## src/design/rfp_defines.svh

```systemverilog
`ifndef RFP_DEFINES_SVH
`define RFP_DEFINES_SVH

// Reset vector location and status bit position
`define RFP_RESET_VECTOR 24'hFF_FF00
`define RFP_PC_RESET 24'h00_0000
`define RFP_ST1_FLAG_BIT 4'hD
`define RFP_ST1_RESET 16'h0000
`define RFP_BOOT_ADDR_RESET 24'h00_0000

`endif

```

## src/design/rfp_pkg.sv

```systemverilog
package rfp_pkg;

   // Core sequencing states, one-hot
   typedef enum logic [3:0] {
      RFP_IN_RESET = 4'b0001,
      RFP_FETCH_VEC = 4'b0010,
      RFP_WAIT_VEC = 4'b0100,
      RFP_RUN = 4'b1000
   } rfp_state_t;

endpackage : rfp_pkg

```

## src/design/rfp_pin_ctl.sv

```systemverilog
`timescale 1ns/1ps
`include "rfp_defines.svh"

module rfp_pin_ctl (
   input wire logic clk, // Core clock
   input wire logic resetn, // Synchronous reset, active low
   input wire logic scan_mode, // Boundary-scan mode active
   input wire logic scan_hiz, // Scan request to float pin
   input wire logic flag_val, // Internal flag value
   output logic pin_out, // Pin output level
   output logic pin_oe, // Pin output enable
   output logic pullup_en // Internal pull-up enable
);

   logic hiz_d, hiz_q;
   logic out_d, out_q;

   always_comb begin
      hiz_d = scan_mode & scan_hiz; // [RQ3]
      out_d = flag_val;
      if (!resetn) begin
         hiz_d = 1'b0;
         out_d = 1'b0;
      end
   end

   always_ff @(posedge clk) begin
      hiz_q <= hiz_d;
      out_q <= out_d;
   end

   assign pin_out = out_q;
   assign pin_oe = ~hiz_q; // [RQ3]
   // Pull-up off in reset even if floating
   assign pullup_en = hiz_q & resetn; // [RQ4] [RQ5]

   AST_HIZ_ONLY_SCAN: assert property (@(posedge clk) // [RQ3]
      disable iff (!resetn) !pin_oe |-> $past(scan_mode))
      else $error("Pin floated outside scan mode");
   AST_PU_WHEN_HIZ: assert property (@(posedge clk) // [RQ4]
      disable iff (!resetn) (pin_oe == 1'b0) |-> pullup_en)
      else $error("Pull-up off while pin floats");
   AST_PU_OFF_RESET: assert property (@(posedge clk) // [RQ5]
      !resetn |-> (!pullup_en ##1 (!pullup_en && pin_oe)))
      else $error("Pull-up on or pin floating in reset");

endmodule : rfp_pin_ctl

```

## src/design/rfp_flag_reset.sv

```systemverilog
`timescale 1ns/1ps
`include "rfp_defines.svh"

// Operation
// [RQ1] The flag set instruction drives the external flag output high.
// [RQ2] The flag clear instruction or writing one to status bit 13 drives it low.
// [RQ3] The flag pin may float only in boundary-scan mode, else it is driven.
// [RQ4] While the flag pin floats its internal pull-up is enabled.
// [RQ5] The internal pull-up stays disabled while reset is in effect.
// [RQ6] Reset stops execution, loads the PC from the vector, resets status.
// [RQ7] On release the vector at FFFF00h is fetched and boot ROM is entered.
// [RQ8] Other processors may sample the flag as a signalling or GPIO line.
// [RQ9] The reset source holds reset low and drives it high to release.
module rfp_flag_reset (
   input wire logic clk, // Core clock, 25 MHz
   input wire logic resetn, // Device reset, active low
   input wire logic flag_set_instruction, // Set-flag instruction executes
   input wire logic flag_clear_instruction, // Clear-flag instruction executes
   input wire logic st1_wr, // Write strobe, status register one
   input wire logic [15:0] st1_wdata, // Write data, status register one
   input wire logic scan_mode, // Boundary-scan mode active
   input wire logic scan_hiz, // Scan request to float flag pin
   input wire logic vec_rvalid, // ROM read data valid
   input wire logic [23:0] vec_rdata, // ROM read data: boot address
   output logic vec_req, // ROM read request, one cycle
   output logic [23:0] vec_addr, // ROM read address
   output logic [23:0] pc, // Program counter
   output logic run, // Program execution enabled
   output logic boot_branch, // Branch into boot loader, one cycle
   output logic [15:0] cpu_status_register_one, // Status register one
   output logic external_flag_output, // Flag pin output level
   output logic external_flag_oe, // Flag pin output enable
   output logic internal_pullup // Flag pin pull-up enable
);

   ////////////////////////////////////////////////////////////////////////
   rfp_pkg::rfp_state_t state_d, state_q;
   logic [23:0] pc_d, pc_q;
   logic [15:0] st1_d, st1_q;
   logic vreq_d, vreq_q;
   logic br_d, br_q;

   always_comb begin
      state_d = state_q;
      pc_d = pc_q;
      vreq_d = 1'b0;
      br_d = 1'b0;
      case (state_q)
         rfp_pkg::RFP_IN_RESET: begin
            state_d = rfp_pkg::RFP_FETCH_VEC; // [RQ7]
         end
         rfp_pkg::RFP_FETCH_VEC: begin
            vreq_d = 1'b1; // [RQ7]
            state_d = rfp_pkg::RFP_WAIT_VEC;
         end
         rfp_pkg::RFP_WAIT_VEC: begin
            if (vec_rvalid) begin
               pc_d = vec_rdata; // [RQ7]
               br_d = 1'b1;
               state_d = rfp_pkg::RFP_RUN;
            end
         end
         rfp_pkg::RFP_RUN: begin
            state_d = rfp_pkg::RFP_RUN;
         end
         default: begin
            state_d = rfp_pkg::RFP_IN_RESET;
         end
      endcase
      if (!resetn) begin
         // Execution halts and PC holds the vector until release
         state_d = rfp_pkg::RFP_IN_RESET; // [RQ6]
         pc_d = `RFP_RESET_VECTOR; // [RQ6]
         vreq_d = 1'b0;
         br_d = 1'b0;
      end
   end

   always_ff @(posedge clk) begin
      state_q <= state_d;
      pc_q <= pc_d;
      vreq_q <= vreq_d;
      br_q <= br_d;
   end

   ////////////////////////////////////////////////////////////////////////
   // Flag bit lives in status register one; clear wins a same-cycle set
   // since a status write carries explicit software intent
   always_comb begin
      st1_d = st1_q;
      if (st1_wr) begin
         st1_d = st1_wdata;
      end
      if (flag_set_instruction) begin
         st1_d[`RFP_ST1_FLAG_BIT] = 1'b1; // [RQ1]
      end
      if (flag_clear_instruction) begin
         st1_d[`RFP_ST1_FLAG_BIT] = 1'b0; // [RQ2]
      end
      if (st1_wr && st1_wdata[`RFP_ST1_FLAG_BIT]) begin
         st1_d[`RFP_ST1_FLAG_BIT] = 1'b0; // [RQ2]
      end
      if (!resetn) begin
         st1_d = `RFP_ST1_RESET; // [RQ6]
      end
   end

   always_ff @(posedge clk) begin
      st1_q <= st1_d;
   end

   rfp_pin_ctl u_pin (
      .clk(clk),
      .resetn(resetn),
      .scan_mode(scan_mode),
      .scan_hiz(scan_hiz),
      .flag_val(st1_d[`RFP_ST1_FLAG_BIT]),
      .pin_out(external_flag_output),
      .pin_oe(external_flag_oe),
      .pullup_en(internal_pullup)
   );

   assign vec_req = vreq_q;
   assign vec_addr = `RFP_RESET_VECTOR;
   assign pc = pc_q;
   assign run = (state_q == rfp_pkg::RFP_RUN);
   assign boot_branch = br_q;
   assign cpu_status_register_one = st1_q;

   ////////////////////////////////////////////////////////////////////////
   // Flag bit and pin
   AST_SET_HIGH: assert property (@(posedge clk) // [RQ1]
      disable iff (!resetn)
      (flag_set_instruction && !flag_clear_instruction && !st1_wr)
      |=> external_flag_output)
      else $error("Flag not high after set");

   AST_CLR_LOW: assert property (@(posedge clk) // [RQ2]
      disable iff (!resetn)
      flag_clear_instruction |=> !external_flag_output)
      else $error("Flag not low after clear");

   AST_WR_LOW: assert property (@(posedge clk) // [RQ2]
      disable iff (!resetn)
      (st1_wr && st1_wdata[`RFP_ST1_FLAG_BIT]) |=> !external_flag_output)
      else $error("Flag not low after status write");

   AST_PIN_MIRRORS: assert property (@(posedge clk) // [RQ1] [RQ2]
      disable iff (!resetn)
      external_flag_output == cpu_status_register_one[`RFP_ST1_FLAG_BIT])
      else $error("Flag pin differs from status bit");

   // Pin moves only on a command; catches a stray update path
   AST_FLAG_HOLDS: assert property (@(posedge clk) // [RQ1] [RQ2]
      disable iff (!resetn)
      (!flag_set_instruction && !flag_clear_instruction && !st1_wr)
      |=> $stable(external_flag_output))
      else $error("Flag moved without a command");

   AST_DRIVEN_OUTSIDE_SCAN: assert property (@(posedge clk) // [RQ3]
      disable iff (!resetn) !scan_mode |=> external_flag_oe)
      else $error("Flag pin floats outside scan");

   ////////////////////////////////////////////////////////////////////////
   // Reset and boot sequence
   AST_RESET_HALT: assert property (@(posedge clk) // [RQ6]
      !resetn |=> (!run && pc == `RFP_RESET_VECTOR))
      else $error("Not halted with vector in reset");

   AST_RESET_ST1: assert property (@(posedge clk) // [RQ6]
      !resetn |=> cpu_status_register_one == `RFP_ST1_RESET)
      else $error("Status not reset");

   AST_RESET_PIN: assert property (@(posedge clk) // [RQ6]
      !resetn |=> (!external_flag_output && external_flag_oe))
      else $error("Flag pin not low and driven in reset");

   AST_PC_VECTOR: assert property (@(posedge clk) // [RQ6]
      disable iff (!resetn) !run |-> pc == `RFP_RESET_VECTOR)
      else $error("Program counter left vector before branch");

   AST_STATE_ONEHOT: assert property (@(posedge clk) // [RQ6]
      disable iff (!resetn) $onehot(state_q))
      else $error("Sequencer state not one-hot");

   // Request shows one edge after the second edge that sees release
   AST_VEC_FETCH: assert property (@(posedge clk) // [RQ7]
      (!resetn ##1 resetn [*2])
      |=> (vec_req && vec_addr == `RFP_RESET_VECTOR))
      else $error("Vector not fetched after release");

   AST_REQ_PULSE: assert property (@(posedge clk) // [RQ7]
      disable iff (!resetn) vec_req |=> !vec_req)
      else $error("Vector request longer than one cycle");

   // Data arriving outside the wait state is ignored by design
   AST_WAIT_HOLDS: assert property (@(posedge clk) // [RQ7]
      disable iff (!resetn)
      (state_q == rfp_pkg::RFP_WAIT_VEC && !vec_rvalid)
      |=> (!run && !boot_branch))
      else $error("Left wait state without vector data");

   AST_BOOT_BRANCH: assert property (@(posedge clk) // [RQ7]
      disable iff (!resetn)
      (state_q == rfp_pkg::RFP_WAIT_VEC && vec_rvalid)
      |=> (boot_branch && run && pc == $past(vec_rdata)))
      else $error("No branch to boot loader");

   AST_RUN_AFTER_BRANCH: assert property (@(posedge clk) // [RQ7]
      disable iff (!resetn) $rose(run) |-> boot_branch)
      else $error("Execution started without boot branch");

   AST_RUN_HOLDS: assert property (@(posedge clk) // [RQ7]
      disable iff (!resetn) run |=> (run && $stable(pc)))
      else $error("Execution or program counter disturbed");

   ////////////////////////////////////////////////////////////////////////
   COV_SET: cover property (@(posedge clk) flag_set_instruction
      ##1 external_flag_output);
   COV_WR_CLR: cover property (@(posedge clk) st1_wr ##1 !external_flag_output);
   COV_SET_WR_CLR: cover property (@(posedge clk)
      flag_set_instruction && st1_wr ##1 !external_flag_output);
   COV_BOOT: cover property (@(posedge clk) boot_branch);
   COV_HIZ: cover property (@(posedge clk) internal_pullup);

endmodule : rfp_flag_reset

```

## config.mk

```make
export PLATFORM = sky130hd
export DESIGN_NAME = rfp_flag_reset
export DESIGN_NICKNAME = d
export VERILOG_FILES = /design/src/design/rfp_pkg.sv /design/src/design/rfp_pin_ctl.sv /design/src/design/rfp_flag_reset.sv
export VERILOG_INCLUDE_DIRS = /design/src /design/src/design
export SDC_FILE = /design/constraint.sdc
export NUM_CORES = 1
export LEC_CHECK = 0
export ABC_AREA = 1
export BUFFER_PORTS_ARGS = -buffer_cell sky130_fd_sc_hd__buf_2
export CORE_MARGIN = 3
export CORE_UTILIZATION = 41
export CTS_BUF_LIST = sky130_fd_sc_hd__clkbuf_8
export CTS_CLUSTER_DIAMETER = 50
export DETAILED_ROUTE_END_ITERATION = 12
export PLACE_DENSITY_LB_ADDON = 0.15
export SLEW_MARGIN = 10
export SYNTH_ARGS = -nofsm -noshare
export SYNTH_HDL_FRONTEND = slang
export SYNTH_SLANG_ARGS = --single-unit
```

## constraint.sdc

```tcl
create_clock -name clk -period 1.4 [get_ports clk]
set_input_delay 0.14 -clock clk [delete_from_list [all_inputs] [get_ports clk]]
set_output_delay 0.14 -clock clk [all_outputs]
set_load 0.005 [all_outputs]
```

* Word level (Yosys, flattened, before mapping)
Cells that the tools add are included.
** Storage, ports and cells
- Bits in registers :: 48
- Input bits :: 48
** Cells by class
- Mux-type cells :: 9
- Bitwise gates (word level) :: 3
- Equal/unequal tests :: 5
- Reduce and logical (&&, ||, !) cells :: 3
** Operators by type and width (number)
- 14-bit two-way mux :: 2
- 4-bit one-hot mux with 4 select lines :: 1
- 1-bit two-way mux :: 5
- 4-bit by 1-bit == test with 1-bit output (second input constant) :: 1
- 4-bit by 2-bit == test with 1-bit output (second input constant) :: 1
- 4-bit by 3-bit == test with 1-bit output (second input constant) :: 1
- 4-bit == test (second input constant) :: 1
- 4-bit two-way mux :: 1
- 2-bit AND reduction :: 2
- 1-bit AND :: 2
- 2-bit != test (second input constant) :: 1
- 1-bit logical AND :: 1
- 1-bit inverter :: 1

* Logic depth before layout (Yosys ltp)
- Word-level depth :: 5
- Gate-level depth with buffers :: 7

* Cells and area by module
Synthesis repeated with hierarchy kept, for this count alone.
** Unflattened totals
- Cell total of the unflattened synthesis :: 280
- Area total of the unflattened synthesis :: 2085.8 µm²
** Modules (own cells, without submodules)
- rfp_flag_reset :: area each 2015.7 µm², cells an instance 270, times used 1
- rfp_pin_ctl :: area each 70.1 µm², cells an instance 10, times used 1

* Worst setup path after synthesis
OpenSTA, ideal clock, no wires.
- Path kind :: register to register
- From :: register state_q[1]
- To :: register pc_q[14] (netlist: pc[14])
- Arrival time :: 0.929 ns
- Buffers on the path :: 1
- Period minus slack after synthesis :: 1.059 ns
- Slack :: 0.341 ns
- Cell stages (with the launch flop) :: 6
- Data required time :: 1.270 ns
- Cell sequence :: dfxtp_1 nor2_4 nand3_4 buf_2 nand2_1 nand3_1
** On the way
- Longest elaborated chain between the ends :: 2
** Ends and longest elaborated chain
- start: declaration :: RTL line rfp_flag_reset.sv:37 : rfp_pkg::rfp_state_t state_d, state_q;
- start signal: assignment :: RTL line rfp_flag_reset.sv:80 : state_q <= state_d;
- 4-bit by 3-bit == test with 1-bit output :: RTL line rfp_flag_reset.sv:48 : case (state_q)
- 2-bit AND reduction (no line)
- end signal: assignment :: RTL line rfp_flag_reset.sv:81 : pc_q <= pc_d;
- end: declaration :: RTL line rfp_flag_reset.sv:38 : logic [23:0] pc_d, pc_q;
No other way between the ends.
A chain may end at the register's enable or synchronous reset.

* Final worst setup path
- From :: register state_q[3]
- To :: output port run
** On the way
- Longest elaborated chain between the ends :: 1
** Ends and longest elaborated chain
- 4-bit == test :: RTL line rfp_flag_reset.sv:126 : assign run = (state_q == rfp_pkg::RFP_RUN);
- end: declaration :: RTL line rfp_flag_reset.sv:28 : output logic run,
No other way between the ends.

==> flow_summary.json <==
{
  "antenna_found_initial": 0,
  "dr.pass1.iters": 4,
  "postCtsResizedCells": 1,
  "powerDensity_nw_per_um2": 1020,
  "cts_buffer_depth": 2,
  "status": "completed",
  "setup_viol": 0,
  "placed_cells": 427,
  "die_h_um": 77.2,
  "rows": 25,
  "pin_count": 118,
  "vdd_drop_max_mv": 0.643,
  "ys.flop_type": "dfxtp_1",
  "dp_hpwl_um": 3430,
  "whs_path_depth": 3,
  "cts_sinks": 48,
  "die_area_um2": 5960,
  "syn_area_um2": 2080,
  "timing.rr.start": "state_q[2]$_SDFFE_PN0P_",
  "synthTopCellsByArea": "dfxtp_1, nor2_1, buf_4, nand2_1, nand4_1",
  "vias": 1913,
  "finalNetCount": 415,
  "synth_top_area_share_pct": 46.2,
  "synth_most_common_cell": "nor2_1",
  "grt_pass1_vias": 1771,
  "yosys.area.top_type": "dfxtp_1",
  "critPathCaptureType": "output pin",
  "postCtsHoldBufs": 0,
  "wire_per_inst_um": 11.0,
  "drc_errors": 0,
  "postRouteAntennaNets": 0,
  "slew_headroom_pct": 66.4,
  "start_kind": "flop",
  "grt_overflow": 0,
  "crit_fanout": 3,
  "cts_tree": "built",
  "h-tree-depth": 2,
  "cts_buffers": 5,
  "cp.arrival_ns": 1.13,
  "synth_cell_type_count": 21,
  "syn2layout_area_growth_pct": 25.4,
  "grt_max_degree": 26,
  "syn-instance-count": 278,
  "synth_edf_count": 0,
  "finalPower_w": 0.00265,
  "r2r_slack_ns": 0.20,
  "fillers": 505,
  "crit_path_start": "state_q[3]$_SDFFE_PN0P_",
  "diodes": 0,
  "post-route-period-util_pct": 90.8,
  "finalSetupTns_ns": 0,
  "p_leak_nw": 1.40,
  "synth_async_sr_flop_share_pct": 0,
  "finalHoldViolations": 0,
  "via_per_inst": 4.40,
  "final-seq-area_um2": 962,
  "die_w_um": 77.2,
  "coreArea_um2": 4820,
  "cts_root_buf": "clkbuf_8",
  "multi_input_comb_area_um2": 826,
  "ys_seq_area_share_pct": 46.2,
  "grt_usage_pct": 16.3,
  "critPathMaxStageDelay_ns": 0.39,
  "path_clk_slew_ns": 0.09,
  "post-cts-setup-buffer-count": 0,
  "fin_cells": 435,
  "synth_area_per_cell_um2": 7.48,
  "clk_latency_ns": 0.29,
  "fmaxAchievable_mhz": 787,
  "hold_class": "in2reg",
  "worst_pin_slew_ns": 0.503,
  "critPathRequiredTime_ns": 1.26,
  "max-cap-violations": 0,
  "synth_common_cells": "nor2_1, dfxtp_1, nand2_1, inv_1",
  "grt_pass1_wl_um": 8020,
  "place_congestion": 0.735,
  "r2r_cells": 6,
  "routed_wl_um": 4810,
  "final_layout_size_suffix_gt1_share_pct": 30.7,
  "ys_ff_latch": 48,
  "slew_viol_final": 0,
  "portBuffers": 93,
  "slowest_stage": "dfxtp_2",
  "rsz0062_at_grt": "false",
  "timing.critical_path.cells": "inv_1 > nor4_2 > buf_2",
  "synth-warning-count": 0,
  "start_util_pct": 43.2,
  "period_minus_slack_ns": 1.27,
  "hold_start": "scan_hiz",
  "drtIter0Drc": 79,
  "skew_ns": 0.0108,
  "critical_path_class": "reg2out"
}
[per-stage QoR]
stage / cell area (um2) / hold WS, ns / setup slack [ns] / util [%]
detailed placement: 2510 / 0.368 / 0.240 / 52.0
floorplan: 2160 / 0.254 / 0.341 / -
global route: 2610 / 0.0640 / 0.0230 / 54.1
CTS: 2600 / 0.0566 / 0.0657 / 54.0
finish: 2610 / 0.0674 / 0.129 / 54.1
global placement: 2510 / 0.361 / 0.270 / 52.0
[power by group]
part,switching (W),internal [W]
sequential,0.0000380,0.00142
clock,0.000438,0.000394
combinational,0.000217,0.000148
[cell usage in the layout, fill, tap and decap left out, types with 2 or more instances in the layout]
| cell | synthesis | layout |
|---|---|---|
| nor2_1 | 49 | 49 |
| dfxtp_1 | 48 | 47 |
| conb_1 | 2 | 24 |
| buf_2 | 8 | 93 |
| o21ai_0 | 16 | 16 |
| clkbuf_8 | 0 | 6 |
| inv_1 | 32 | 33 |
| a21oi_1 | 2 | 2 |
| nand2_1 | 42 | 42 |
| nand3_1 | 16 | 16 |
| buf_4 | 24 | 7 |
| nand4_1 | 24 | 24 |
[final timing paths]
check,endpoint
max reg2reg,pc[5]$_SDFFE_PN0P_
min,u_pin.hiz_q$_SDFF_PN0_
min reg2reg,pc[20]$_SDFFE_PN1P_
max,run
[routing by layer]
layer / track usage, % / part of all wire [%] / vias up
li1: - / - / 1001
met1: 20.1 / 43 / 837
met2: 26.3 / 47 / 73
met3: 6.46 / 9.6 / 2
met4: 4.45 / 0.46 / 0
met5: 0 / 0 / -
[registers in the layout, summed over array words and instances, names as in the netlist]
name / flops
state_q: 4
boot_branch: 1
u_pin.hiz_q: 1
u_pin.pin_out: 1
pc: 24
cpu_status_register_one: 16
vec_req: 1
[critical path, delay by kind of cell (launching register included)]
| kind | cells | cell delay (ns) |
|---|---|---|
| buffers and inverters | 2 | 0.25 |
| flip-flops | 1 | 0.39 |
| AND/OR/NAND/NOR | 1 | 0.20 |
[logic make-up (layout without fill, tap and decap cells)]
family                 after synthesis  count (layout)  share of synthesized area (%)
AO/OA/AOI/OAI                       18              18                           4.33
other                                2              24                          0.361
flip-flops                          48              48                           46.2
buffers and inverters               73             141                           18.4
AND/OR/NAND/NOR                    137             137                           30.7
[final cells by class]
type	instances	share of cell area [%]
multi-input combinational	179	31.7
tap	67	3.21
inverter	33	4.75
sequential	48	36.9
clock inverter	2	0.432
timing repair buffer	100	19.9
clock buffer	6	3.17
Note: power is estimated with default switching activity, not from simulation.
